$ cat config.mk
export PLATFORM = sky130hd
export DESIGN_NAME = pdcm_top
export DESIGN_NICKNAME = d
export VERILOG_FILES = /design/src/core/pdcm_pkg.sv /design/src/core/pdcm_top.sv /design/src/core/pdcm_decode.sv
export VERILOG_INCLUDE_DIRS = /design/src /design/src/core
export SDC_FILE = /design/constraint.sdc
export NUM_CORES = 1
export LEC_CHECK = 0
export BUFFER_PORTS_ARGS = -buffer_cell sky130_fd_sc_hd__buf_4
export CAP_MARGIN = 20
export CORE_MARGIN = 5
export CORE_UTILIZATION = 50
export DETAILED_ROUTE_END_ITERATION = 10
export PLACE_DENSITY_LB_ADDON = 0.2
export REMOVE_ABC_BUFFERS = 1
export SYNTH_ARGS = -nofsm -noshare
export SYNTH_HDL_FRONTEND = slang
export SYNTH_HIERARCHICAL = 1
export SYNTH_SLANG_ARGS = --single-unit
export TNS_END_PERCENT = 20
$ cat constraint.sdc
create_clock -name ref_clk_i -period 3.38 [get_ports ref_clk_i]
set_input_delay 0.338 -clock ref_clk_i [delete_from_list [all_inputs] [get_ports ref_clk_i]]
set_output_delay 0.338 -clock ref_clk_i [all_outputs]
set_load 0.01 [all_outputs]
$ cat src/core/pdcm_map.svh
/*
 * Constants of the PLL divider configuration map: word addresses, field positions,
 * reset values and divider encodings.
 * Assumes it is included by its bare name; it holds definitions only.
 */
//------------------------------------------------------------------------------
// Overview of operation
//------------------------------------------------------------------------------
// Overview of operation
// - Word 0x88: TX bits 6:4, RX bits 2:0.
// - Quad config: 15:0 at 0x32, 26:16 at 0x33.
// - Quad reference divider in 0x33 bits 15:11.
// - Word 0x5E: reference, four/five, second feedback.
`ifndef PDCM_MAP_SVH
`define PDCM_MAP_SVH

//------------------------------------------------------------------------------
// Port geometry and word addresses
//------------------------------------------------------------------------------
`define PDCM_ADDR_W 9
`define PDCM_DATA_W 16
`define PDCM_ADDR_QUAD_LOW 9'h032
`define PDCM_ADDR_QUAD_HIGH 9'h033
`define PDCM_ADDR_QUAD_FB 9'h036
`define PDCM_ADDR_QUAD_RATIO 9'h037
`define PDCM_ADDR_CH_LOW 9'h05C
`define PDCM_ADDR_CH_HIGH 9'h05D
`define PDCM_ADDR_CH_DIV 9'h05E
`define PDCM_ADDR_OUT_DIV 9'h088

//------------------------------------------------------------------------------
// Field positions and widths
//------------------------------------------------------------------------------
`define PDCM_QUAD_CONF_W 27
`define PDCM_QUAD_HIGH_W 11
`define PDCM_QUAD_HIGH_MSB 10
`define PDCM_QUAD_SPLIT 16
`define PDCM_QUAD_REF_MSB 15
`define PDCM_QUAD_REF_LSB 11
`define PDCM_QUAD_FB_MSB 9
`define PDCM_QUAD_RATIO_BIT 6
`define PDCM_BAND_BIT 6
`define PDCM_CH_CONF_W 24
`define PDCM_CH_LOW_W 8
`define PDCM_CH_LOW_MSB 15
`define PDCM_CH_LOW_LSB 8
`define PDCM_CH_REF_MSB 12
`define PDCM_CH_REF_LSB 8
`define PDCM_CH_45_BIT 7
`define PDCM_CH_FB_MSB 6
`define PDCM_TX_MSB 6
`define PDCM_TX_LSB 4
`define PDCM_RX_MSB 2
`define PDCM_RX_LSB 0

//------------------------------------------------------------------------------
// Reset values
//------------------------------------------------------------------------------
`define PDCM_RST_QUAD_LOW 16'h0000
`define PDCM_RST_QUAD_HIGH 11'h000
`define PDCM_RST_REF 5'h10
`define PDCM_RST_QUAD_FB 10'h010
`define PDCM_RST_RATIO 1'h1
`define PDCM_RST_CH_LOW 8'h00
`define PDCM_RST_CH_HIGH 16'h0000
`define PDCM_RST_CH_45 1'h0
`define PDCM_RST_CH_FB 7'h10
`define PDCM_RST_OUT_DIV 3'h0

//------------------------------------------------------------------------------
// Divider encodings
//------------------------------------------------------------------------------
`define PDCM_REF_CODE_1 5'h10
`define PDCM_REF_CODE_2 5'h00
`define PDCM_REF_CODE_3 5'h01
`define PDCM_REF_CODE_4 5'h02
`define PDCM_CHFB_CODE_1 7'h10
`define PDCM_CHFB_CODE_2 7'h00
`define PDCM_CHFB_CODE_3 7'h01
`define PDCM_CHFB_CODE_4 7'h02
`define PDCM_CHFB_CODE_5 7'h03
`define PDCM_OUT_CODE_MAX 3'h4
`define PDCM_FB_RATIO_EXCEPT 10'h042

`endif

$ cat src/core/pdcm_pkg.sv
/*
 * Types of the PLL divider configuration map: raw stored fields and decoded settings.
 * Assumes pdcm_map.svh is on the include path.
 */
`include "pdcm_map.svh"

package pdcm_pkg;

    // Fields exactly as held in the configuration words.
    typedef struct packed {
        logic [`PDCM_QUAD_CONF_W-1:0] quad_pll_config;
        logic [4:0] quad_pll_ref_divider;
        logic [`PDCM_QUAD_FB_MSB:0] quad_pll_feedback_divider;
        logic quad_pll_feedback_ratio;
        logic [`PDCM_CH_CONF_W-1:0] channel_pll_config;
        logic [4:0] channel_pll_ref_divider;
        logic channel_pll_feedback_four_five;
        logic [`PDCM_CH_FB_MSB:0] channel_pll_feedback_divider;
        logic [2:0] tx_output_divider;
        logic [2:0] rx_output_divider;
    } pdcm_raw_t;

    // Divide values as the PLLs apply them; zero marks an illegal code, except the quad feedback value, which passes through as stored.
    typedef struct packed {
        logic quad_pll_lower_band;
        logic [2:0] quad_pll_ref_value;
        logic [`PDCM_QUAD_FB_MSB:0] quad_pll_feedback_value;
        logic [1:0] channel_pll_ref_value;
        logic [2:0] channel_pll_four_five_factor;
        logic [2:0] channel_pll_feedback_value;
        logic [4:0] tx_divide;
        logic [4:0] rx_divide;
        logic quad_setting_error;
        logic channel_setting_error;
    } pdcm_setting_t;

endpackage

$ cat src/core/pdcm_top.sv
/*
 * Configuration-port word bank for the quad PLL, channel PLL and output-clock dividers.
 * Assumes the port is driven on ref_clk_i by a single agent; every access is answered
 * with a ready pulse one cycle after the enable.
 */
`timescale 1ns/10ps
`default_nettype none
`include "pdcm_map.svh"

module pdcm_top (
    input wire logic ref_clk_i,
    input wire logic rstn_i,
    input wire logic cfg_en_i,
    input wire logic cfg_we_i,
    input wire logic [`PDCM_ADDR_W-1:0] cfg_addr_i,
    input wire logic [`PDCM_DATA_W-1:0] cfg_di_i,
    output logic [`PDCM_DATA_W-1:0] cfg_do_o,
    output logic cfg_rdy_o,
    output pdcm_pkg::pdcm_raw_t raw_o,
    output pdcm_pkg::pdcm_setting_t settings_o
);

    //--------------------------------------------------------------------------
    // Storage
    //--------------------------------------------------------------------------
    logic [`PDCM_DATA_W-1:0] quad_pll_config_low;
    logic [`PDCM_QUAD_HIGH_W-1:0] quad_pll_config_high;
    logic [4:0] quad_pll_ref_divider;
    logic [`PDCM_QUAD_FB_MSB:0] quad_pll_feedback_divider;
    logic quad_pll_feedback_ratio;
    logic [`PDCM_CH_LOW_W-1:0] channel_pll_config_low;
    logic [`PDCM_DATA_W-1:0] channel_pll_config_high;
    logic [4:0] channel_pll_ref_divider;
    logic channel_pll_feedback_four_five;
    logic [`PDCM_CH_FB_MSB:0] channel_pll_feedback_divider;
    logic [2:0] tx_output_divider;
    logic [2:0] rx_output_divider;
    logic wr;
    logic rd;
    logic [`PDCM_DATA_W-1:0] read_word;
    pdcm_pkg::pdcm_setting_t next_settings;

    // Access qualifiers for the taken edge.
    assign wr = cfg_en_i && cfg_we_i;
    assign rd = cfg_en_i && !cfg_we_i;

    //--------------------------------------------------------------------------
    // Word writes
    //--------------------------------------------------------------------------
    // Low half of the quad PLL configuration value.
    always_ff @(posedge ref_clk_i or negedge rstn_i) begin
        if (!rstn_i) begin
            quad_pll_config_low <= `PDCM_RST_QUAD_LOW;
        end else if (wr && cfg_addr_i == `PDCM_ADDR_QUAD_LOW) begin
            quad_pll_config_low <= cfg_di_i;
        end
    end

    // Word 0x33 shares the reference divider with the upper configuration bits.
    always_ff @(posedge ref_clk_i or negedge rstn_i) begin
        if (!rstn_i) begin
            quad_pll_config_high <= `PDCM_RST_QUAD_HIGH;
            quad_pll_ref_divider <= `PDCM_RST_REF;
        end else if (wr && cfg_addr_i == `PDCM_ADDR_QUAD_HIGH) begin
            quad_pll_config_high <= cfg_di_i[`PDCM_QUAD_HIGH_MSB:0];
            quad_pll_ref_divider <= cfg_di_i[`PDCM_QUAD_REF_MSB:`PDCM_QUAD_REF_LSB];
        end
    end

    // Quad PLL feedback divider, stored as written.
    always_ff @(posedge ref_clk_i or negedge rstn_i) begin
        if (!rstn_i) begin
            quad_pll_feedback_divider <= `PDCM_RST_QUAD_FB;
        end else if (wr && cfg_addr_i == `PDCM_ADDR_QUAD_FB) begin
            quad_pll_feedback_divider <= cfg_di_i[`PDCM_QUAD_FB_MSB:0];
        end
    end

    // Quad PLL feedback ratio flag.
    always_ff @(posedge ref_clk_i or negedge rstn_i) begin
        if (!rstn_i) begin
            quad_pll_feedback_ratio <= `PDCM_RST_RATIO;
        end else if (wr && cfg_addr_i == `PDCM_ADDR_QUAD_RATIO) begin
            quad_pll_feedback_ratio <= cfg_di_i[`PDCM_QUAD_RATIO_BIT];
        end
    end

    // Channel PLL configuration value, low byte in the upper half of its word.
    always_ff @(posedge ref_clk_i or negedge rstn_i) begin
        if (!rstn_i) begin
            channel_pll_config_low <= `PDCM_RST_CH_LOW;
        end else if (wr && cfg_addr_i == `PDCM_ADDR_CH_LOW) begin
            channel_pll_config_low <= cfg_di_i[`PDCM_CH_LOW_MSB:`PDCM_CH_LOW_LSB];
        end
    end

    // Channel PLL configuration value, bits 23:8.
    always_ff @(posedge ref_clk_i or negedge rstn_i) begin
        if (!rstn_i) begin
            channel_pll_config_high <= `PDCM_RST_CH_HIGH;
        end else if (wr && cfg_addr_i == `PDCM_ADDR_CH_HIGH) begin
            channel_pll_config_high <= cfg_di_i;
        end
    end

    // Channel PLL divider word with three fields.
    always_ff @(posedge ref_clk_i or negedge rstn_i) begin
        if (!rstn_i) begin
            channel_pll_ref_divider <= `PDCM_RST_REF;
            channel_pll_feedback_four_five <= `PDCM_RST_CH_45;
            channel_pll_feedback_divider <= `PDCM_RST_CH_FB;
        end else if (wr && cfg_addr_i == `PDCM_ADDR_CH_DIV) begin
            channel_pll_ref_divider <= cfg_di_i[`PDCM_CH_REF_MSB:`PDCM_CH_REF_LSB];
            channel_pll_feedback_four_five <= cfg_di_i[`PDCM_CH_45_BIT];
            channel_pll_feedback_divider <= cfg_di_i[`PDCM_CH_FB_MSB:0];
        end
    end

    // Output-clock dividers for both directions share one word.
    always_ff @(posedge ref_clk_i or negedge rstn_i) begin
        if (!rstn_i) begin
            tx_output_divider <= `PDCM_RST_OUT_DIV;
            rx_output_divider <= `PDCM_RST_OUT_DIV;
        end else if (wr && cfg_addr_i == `PDCM_ADDR_OUT_DIV) begin
            tx_output_divider <= cfg_di_i[`PDCM_TX_MSB:`PDCM_TX_LSB];
            rx_output_divider <= cfg_di_i[`PDCM_RX_MSB:`PDCM_RX_LSB];
        end
    end

    //--------------------------------------------------------------------------
    // Read-back and port answer
    //--------------------------------------------------------------------------
    // Every field reads back as stored so that partial updates can preserve neighbours;
    // unused bits and unmapped words read as zero.
    always_comb begin
        read_word = '0;
        unique case (cfg_addr_i)
            `PDCM_ADDR_QUAD_LOW: read_word = quad_pll_config_low;
            `PDCM_ADDR_QUAD_HIGH: begin
                read_word[`PDCM_QUAD_REF_MSB:`PDCM_QUAD_REF_LSB] = quad_pll_ref_divider;
                read_word[`PDCM_QUAD_HIGH_MSB:0] = quad_pll_config_high;
            end
            `PDCM_ADDR_QUAD_FB: read_word[`PDCM_QUAD_FB_MSB:0] = quad_pll_feedback_divider;
            `PDCM_ADDR_QUAD_RATIO: read_word[`PDCM_QUAD_RATIO_BIT] = quad_pll_feedback_ratio;
            `PDCM_ADDR_CH_LOW:
                read_word[`PDCM_CH_LOW_MSB:`PDCM_CH_LOW_LSB] = channel_pll_config_low;
            `PDCM_ADDR_CH_HIGH: read_word = channel_pll_config_high;
            `PDCM_ADDR_CH_DIV: begin
                read_word[`PDCM_CH_REF_MSB:`PDCM_CH_REF_LSB] = channel_pll_ref_divider;
                read_word[`PDCM_CH_45_BIT] = channel_pll_feedback_four_five;
                read_word[`PDCM_CH_FB_MSB:0] = channel_pll_feedback_divider;
            end
            `PDCM_ADDR_OUT_DIV: begin
                read_word[`PDCM_TX_MSB:`PDCM_TX_LSB] = tx_output_divider;
                read_word[`PDCM_RX_MSB:`PDCM_RX_LSB] = rx_output_divider;
            end
            default: read_word = '0;
        endcase
    end

    // Read data is captured at the taken edge and held until the next read.
    always_ff @(posedge ref_clk_i or negedge rstn_i) begin
        if (!rstn_i) begin
            cfg_do_o <= '0;
        end else if (rd) begin
            cfg_do_o <= read_word;
        end
    end

    // Ready pulses once, one cycle after each enable, for reads and writes alike.
    always_ff @(posedge ref_clk_i or negedge rstn_i) begin
        if (!rstn_i) begin
            cfg_rdy_o <= 1'b0;
        end else begin
            cfg_rdy_o <= cfg_en_i;
        end
    end

    //--------------------------------------------------------------------------
    // Settings towards the PLLs
    //--------------------------------------------------------------------------
    // The split configuration values are joined into whole fields.
    assign raw_o.quad_pll_config = {quad_pll_config_high, quad_pll_config_low};
    assign raw_o.quad_pll_ref_divider = quad_pll_ref_divider;
    assign raw_o.quad_pll_feedback_divider = quad_pll_feedback_divider;
    assign raw_o.quad_pll_feedback_ratio = quad_pll_feedback_ratio;
    assign raw_o.channel_pll_config = {channel_pll_config_high, channel_pll_config_low};
    assign raw_o.channel_pll_ref_divider = channel_pll_ref_divider;
    assign raw_o.channel_pll_feedback_four_five = channel_pll_feedback_four_five;
    assign raw_o.channel_pll_feedback_divider = channel_pll_feedback_divider;
    assign raw_o.tx_output_divider = tx_output_divider;
    assign raw_o.rx_output_divider = rx_output_divider;

    pdcm_decode u_decode (
        .raw_i(raw_o),
        .setting_o(next_settings)
    );

    // Decoded settings are registered so the PLL side sees glitch-free values.
    always_ff @(posedge ref_clk_i or negedge rstn_i) begin
        if (!rstn_i) begin
            settings_o <= '0;
        end else begin
            settings_o <= next_settings;
        end
    end
endmodule // pdcm_top
`default_nettype wire

$ cat src/core/pdcm_decode.sv
/*
 * Decoder from stored divider codes to divide values, with legality checks.
 * Assumes raw fields come from registers on the same clock; purely combinational.
 */
`timescale 1ns/10ps
`default_nettype none
`include "pdcm_map.svh"

module pdcm_decode (
    input wire pdcm_pkg::pdcm_raw_t raw_i,
    output pdcm_pkg::pdcm_setting_t setting_o
);

    logic fb_listed;
    logic ratio_bad;

    // Output divider codes 0..4 select 1,2,4,8,16 for whichever PLL drives the lane.
    always_comb begin
        setting_o = '0;
        setting_o.quad_pll_lower_band = raw_i.quad_pll_config[`PDCM_BAND_BIT];
        setting_o.quad_pll_feedback_value = raw_i.quad_pll_feedback_divider;
        if (raw_i.tx_output_divider <= `PDCM_OUT_CODE_MAX) begin
            setting_o.tx_divide = 5'h01 << raw_i.tx_output_divider;
        end
        if (raw_i.rx_output_divider <= `PDCM_OUT_CODE_MAX) begin
            setting_o.rx_divide = 5'h01 << raw_i.rx_output_divider;
        end
        // Quad reference divider codes 16,0,1,2 mean 1..4.
        unique case (raw_i.quad_pll_ref_divider)
            `PDCM_REF_CODE_1: setting_o.quad_pll_ref_value = 3'h1;
            `PDCM_REF_CODE_2: setting_o.quad_pll_ref_value = 3'h2;
            `PDCM_REF_CODE_3: setting_o.quad_pll_ref_value = 3'h3;
            `PDCM_REF_CODE_4: setting_o.quad_pll_ref_value = 3'h4;
            default: setting_o.quad_pll_ref_value = 3'h0;
        endcase
        // Channel reference divider codes 16,0 mean 1,2.
        unique case (raw_i.channel_pll_ref_divider)
            `PDCM_REF_CODE_1: setting_o.channel_pll_ref_value = 2'h1;
            `PDCM_REF_CODE_2: setting_o.channel_pll_ref_value = 2'h2;
            default: setting_o.channel_pll_ref_value = 2'h0;
        endcase
        setting_o.channel_pll_four_five_factor =
            raw_i.channel_pll_feedback_four_five ? 3'h5 : 3'h4;
        unique case (raw_i.channel_pll_feedback_divider)
            `PDCM_CHFB_CODE_1: setting_o.channel_pll_feedback_value = 3'h1;
            `PDCM_CHFB_CODE_2: setting_o.channel_pll_feedback_value = 3'h2;
            `PDCM_CHFB_CODE_3: setting_o.channel_pll_feedback_value = 3'h3;
            `PDCM_CHFB_CODE_4: setting_o.channel_pll_feedback_value = 3'h4;
            `PDCM_CHFB_CODE_5: setting_o.channel_pll_feedback_value = 3'h5;
            default: setting_o.channel_pll_feedback_value = 3'h0;
        endcase
        // Illegal combinations are flagged, never corrected, so software sees its slip.
        setting_o.quad_setting_error = !fb_listed || ratio_bad ||
            (setting_o.quad_pll_ref_value == 3'h0) ||
            (setting_o.tx_divide == 5'h00) || (setting_o.rx_divide == 5'h00);
        setting_o.channel_setting_error = (setting_o.channel_pll_ref_value == 2'h0) ||
            (setting_o.channel_pll_feedback_value == 3'h0);
    end

    // Only the listed feedback values are supported.
    always_comb begin
        unique case (raw_i.quad_pll_feedback_divider)
            10'h010, 10'h014, 10'h020, 10'h028, 10'h040, 10'h042, 10'h050, 10'h064:
                fb_listed = 1'b1;
            default: fb_listed = 1'b0;
        endcase
    end

    // The ratio flag is zero exactly when the feedback value is 66.
    assign ratio_bad = raw_i.quad_pll_feedback_ratio ==
        (raw_i.quad_pll_feedback_divider == `PDCM_FB_RATIO_EXCEPT);

endmodule // pdcm_decode
`default_nettype wire

## Word-level counts from Yosys, hierarchy flattened

Cells that the tools add are included.

| word-level totals | value |
|---|---|
| bits in registers | 137 |
| input bits | 29 |
| word-level logic and storage cells | 94 |

| operators by class | value |
|---|---|
| order comparisons | 2 |
| eq/ne operators | 25 |
| shifts and indexed selects | 2 |
| mux-type cells | 15 |
| reductions and logical operators | 26 |

Operator list:

| kind | number |
|---|---|
| $eq 10x7->1 const B | 4 |
| $eq 9x6->1 const B | 4 |
| $pmux 3 s5 | 2 |
| $eq 9x7->1 const B | 3 |
| $pmux 2 s6 | 2 |
| $pmux 3 s4 | 2 |
| $eq 10x5->1 const B | 2 |
| $eq 10x6->1 const B | 2 |
| $logic_not 5->1 | 4 |
| $pmux 3 s6 | 1 |
| $eq 7x2->1 const B | 2 |
| $eq 5x5->1 const B | 2 |
| $logic_and 1x1->1 | 10 |
| $mux 5 | 2 |
| $pmux 1 s5 | 2 |
| $shl 1x3->5 const A | 2 |
| $eq 9x8->1 const B | 1 |
| $reduce_or 8->1 | 1 |
| $eq 7x1->1 const B | 1 |
| $eq 7x5->1 const B | 1 |
| $logic_not 7->1 | 1 |
| $pmux 1 s7 | 1 |
| $le 3x3->1 const B | 2 |
| $logic_not 3->1 | 2 |
| other kinds (8) | 14 |

## Logic depth before layout (Yosys ltp)

| depth | value |
|---|---|
| depth in word-level cells | 8 |
| depth in mapped cells | 6 |
| depth with buffers taken out | 4 |

## Hierarchy

Netlist, hierarchy kept.

By module, submodules not included:

| module | times used | cells an instance | area each (µm²) | seq. area each (µm²) |
|---|---|---|---|---|
| pdcm_top | 1 | 399 | 5761.8 | 3434.5 |
| pdcm_decode | 1 | 58 | 401.6 | 0.0 |

## Worst setup path after synthesis

OpenSTA, ideal clock, no wires.

| timing | value |
|---|---|
| path kind | input port to flip-flop |
| start point | input cfg_addr_i[0] |
| end point | register quad_pll_config_low[10] |
| setup time | 125 ps |
| arrival | 1807 ps |
| path slack | 1448 ps |
| cell stages on the path | 6 |
| buffers on the path | 3 |
| path through | buf_2 > nand2b_1 > buf_2 > nor4_4 > buf_4 > mux2_2 |

| between the ends | value |
|---|---|
| longest elaborated chain between the ends | 2 |

Ends and longest elaborated chain:

| what | RTL line | RTL |
|---|---|---|
| from (decl) | pdcm_top.sv:15 | `` input wire logic [`PDCM_ADDR_W-1:0] cfg_addr_i, `` |
| $eq 9x6->1 | -- |  |
| $logic_and 1x1->1 (no source line) | -- |  |
| to (signal assigned) | pdcm_top.sv:53 | `` quad_pll_config_low <= `PDCM_RST_QUAD_LOW; `` |
| to (signal assigned) | pdcm_top.sv:55 | `quad_pll_config_low <= cfg_di_i;` |
| to (decl) | pdcm_top.sv:26 | `` logic [`PDCM_DATA_W-1:0] quad_pll_config_low; `` |

Every way passes these cells.
A chain may end at the register's enable or synchronous reset.

## Final worst setup path

| timing | value |
|---|---|
| start point | input cfg_addr_i[0] |
| end point | register quad_pll_config_low[9] |

Same word-level chain as after synthesis.

==> results_dict.tcl <==
set metrics [dict create \
    status "finished clean" \
    portBuffers 165 \
    synthSimpleGateAreaFrac_pct 12.4 \
    grt_pass1_vias 4770 \
    hold_slack_ns 0.111 \
    n_antenna_cell 0 \
    routedWlPerCell_um 22.2 \
    fin_crit_sh_pct 61.1 \
    hold_viol 0 \
    nNetsFinal 644 \
    crit_chain "buf_4 -> nand2b_1 -> nor4_4 -> buf_4 -> mux2_2" \
    rsz0062_at_grt "no" \
    io_pins 166 \
    setup_viol 0 \
    path_delay_family "simple AND/OR/NAND/NOR gates" \
    max-cap-violations 0 \
    fp-row-count 40 \
    synth_flop_cell "dfrtp_1" \
    synth_top_family_by_area "multiplexers" \
    gp_congestion 0.918 \
    fin_skew_ns 0.00756 \
    ys_warn_count 6 \
    synth_xor_area_share_pct 0.142 \
    synth-seq-area-share_pct 55.7 \
    die_w_um 121 \
    routed-via-count 4569 \
    netlist-cell-type-count 57 \
    critPathLaunchType "primary input" \
    root_buffer "clkbuf_16" \
    synthAdderAreaFrac_pct 0 \
    p_leak_nw 4.00 \
    cts_sinks 137 \
    dpl_cell_area_um2 7470 \
    drv_slew 0 \
    cts.path.max_buffers 2 \
    min_path_type "in2reg" \
    viasPerCell 5.74 \
    synthMuxAreaShare_pct 20.0 \
    cts.repair.resized 0 \
    cpPeakStageDelay_ns 0.66 \
    final_util_pct 67.2 \
    path_common_cell "buf_4" \
    syn2layout_area_growth_pct 31.5 \
    fin_crit_ns 2.07 \
    dieHeight_um 121 \
    layout-drive-gt1-share_pct 52.4 \
    finalInstanceArea_um2 8110 \
    avgSynthCellArea_um2 13.5 \
    power_density_nw_per_um2 486 \
    max-slew-margin-rel_pct 29.4 \
    grt_max_degree 71 \
    drt-total-wl_um 17700 \
    worst_slew_pin_slew_ns 1.05 \
    peakVddDrop_v 0.000251 \
    path_max_fanout 25 \
    antenna_found_initial 0 \
    start_util_pct 51.1 \
    ant_nets 0 \
    syn_area_um2 6160 \
    crit_slowest_cell "nor4_4" \
    path_clk_slew_ns 0.06 \
    cp_data_arrival_time_ns 2.37 \
    path_buf_inv 2 \
    r2r_start "channel_pll_ref_divider[0]$_DFFE_PN0P_" \
    fmaxAchievable_mhz 484 \
    final_cells 796 \
    hold_start "cfg_en_i" \
    h-tree-depth 4 \
    placedCellCount 763 \
    tritoncts "done" \
    insertion_delay_ns 0.43 \
    drtPass1Iterations 5 \
    grt_use_total_pct 24.6 \
    cts_buffers 17 \
    grt.overflow.total 0 \
    crit_required_ns 3.68 \
    async_flop_share_pct 100 \
    synth-compound-area-share_pct 7.65 \
    grt_pass1_wl_um 27300 \
    drc 0 \
    place.detailed.hpwl_um 12400 \
    synth_edf_count 0 \
    die_area_um2 14600 \
    crit_type "in2reg" \
    syn_inst 457 \
    final.setup.tns_ns 0 \
    end_kind "register" \
    coreArea_um2 12100 \
    startpoint "cfg_addr_i[0]" \
    drtIter0Drc 249 \
    synth_seq_cells 137 \
]
power by group:
part	leakage, nW	internal (mW)	switching (mW)	total, mW
registers	1.83	1.68	0.0364	1.72
logic	1.87	0.124	0.162	0.286
clock network	0.297	1.23	0.702	1.94
total	4.00	3.04	0.901	3.94
placed cells by master, fill, tap and decap left out, drive strengths merged, types with 3 or more instances in the layout:
master,netlist,routed
mux2,95,95
a32oi,3,3
a21oi,4,4
nor3,17,17
a22oi,11,11
and2,4,4
dfrtp,132,132
a31oi,9,9
nor2b,4,4
nand2,14,14
o21ai,14,14
or2,3,3
clkinvlp,0,4
bufinv,0,3
a41oi,3,3
nor4,17,17
buf,27,175
nor3b,10,10
mux2i,9,9
dfstp,5,5
a22o,13,13
clkbuf,10,21
clkinv,0,4
nand2b,3,3
nor2,19,19
worst reg2reg max path, delay by kind of cell, from the launching register on:
kind,cells,cell delay [ns]
flip-flops,1,0.43
AND/OR/NAND/NOR,2,1.05
sequential cells by signal (all words and copies together), names as in the netlist, 7 cells and up:
| name | cells |
|---|---|
| quad_pll_config_high | 11 |
| channel_pll_config_high | 16 |
| channel_pll_feedback_divider | 7 |
| quad_pll_feedback_divider | 10 |
| quad_pll_config_low | 16 |
| cfg_do_o | 16 |
| channel_pll_config_low | 8 |
| settings_o | 34 |
Yosys cell counts, types with 2 or more instances:
| cell type | count | share of area, % |
|---|---|---|
| conb_1 | 2 | 0.12 |
| clkbuf_1 | 10 | 0.61 |
| nor4_1 | 15 | 1.5 |
| nand2b_1 | 3 | 0.30 |
| nand3_2 | 2 | 0.32 |
| a32oi_1 | 3 | 0.43 |
| buf_4 | 18 | 2.2 |
| or2_2 | 3 | 0.30 |
| nor3b_1 | 9 | 1.1 |
| a21oi_1 | 4 | 0.32 |
| dfstp_2 | 5 | 2.1 |
| nor2b_1 | 4 | 0.41 |
| nand2_1 | 13 | 0.79 |
| nor3_4 | 4 | 1.1 |
| mux2_2 | 75 | 14 |
| dfrtp_1 | 132 | 54 |
| and2_1 | 4 | 0.41 |
| mux2_4 | 20 | 4.9 |
| nand3b_1 | 2 | 0.24 |
| a31oi_1 | 9 | 0.91 |
| nor2_1 | 19 | 1.2 |
| or3_4 | 2 | 0.37 |
| mux2i_1 | 9 | 1.5 |
| o21ai_0 | 14 | 1.1 |
| a22oi_1 | 11 | 1.3 |
| a22o_1 | 13 | 1.8 |
| a211oi_1 | 2 | 0.24 |
| buf_6 | 2 | 0.37 |
| buf_2 | 5 | 0.41 |
| a222oi_1 | 2 | 0.32 |
| and3b_1 | 2 | 0.28 |
| a41oi_1 | 3 | 0.43 |
| nor3_1 | 12 | 0.97 |
final timing paths:
path                       slack [ns]  cells past startpoint                                        to
setup / recovery                 1.31                      5        quad_pll_config_low[9]$_DFFE_PN0P_
setup reg to reg                 1.74                      2                   settings_o[0]$_DFF_PN0_
max in group asynchronous        2.06                      3  quad_pll_feedback_divider[4]$_DFFE_PN1P_
hold reg to reg                  0.45                      0                  settings_o[15]$_DFF_PN0_
hold / removal                   0.11                      1                       cfg_rdy_o$_DFF_PN0_
min in group asynchronous        0.49                      2                   settings_o[5]$_DFF_PN0_
kinds of logic after synthesis:
family / Yosys count
xor+xnor: 1
buf+inv: 38
simple gates: 109
other cells: 2
flops: 137
mux: 104
compound gates: 66
final cells by class:
cell class / instances / area (um2)
Clock buffer: 21 / 480
Clock inverter: 11 / 144
Fill cell: 878 / 3960
Inverter: 1 / 3.75
Multi-Input combinational cell: 282 / 2490
Sequential cell: 137 / 3430
Tap cell: 168 / 210
Timing Repair Buffer: 176 / 1340
metal layers:
layer / vias to the layer above / GRT usage [%] / wire length (um)
li1: 2006 / - / -
met1: 2326 / 33.1 / 7420
met2: 207 / 38.7 / 8410
met3: 30 / 6.67 / 1420
met4: 0 / 8.14 / 407
met5: - / 0 / 0
per-stage QoR:
| step | worst slack, ns | power [mW] |
|---|---|---|
| global placement | 0.984 | 2.03 |
| finish | 1.31 | 3.94 |
| CTS | 1.34 | 3.96 |
| floorplan | 0.957 | 1.84 |
| detailed placement | 0.920 | 2.03 |
| global route | 1.24 | 4.06 |
repair_timing:
action | in CTS | in global routing
hold endpoints to repair | 65 | 0
hold buffers | 1 | 0
setup buffers | 0 | 0
(Power assumes the default switching activity.)
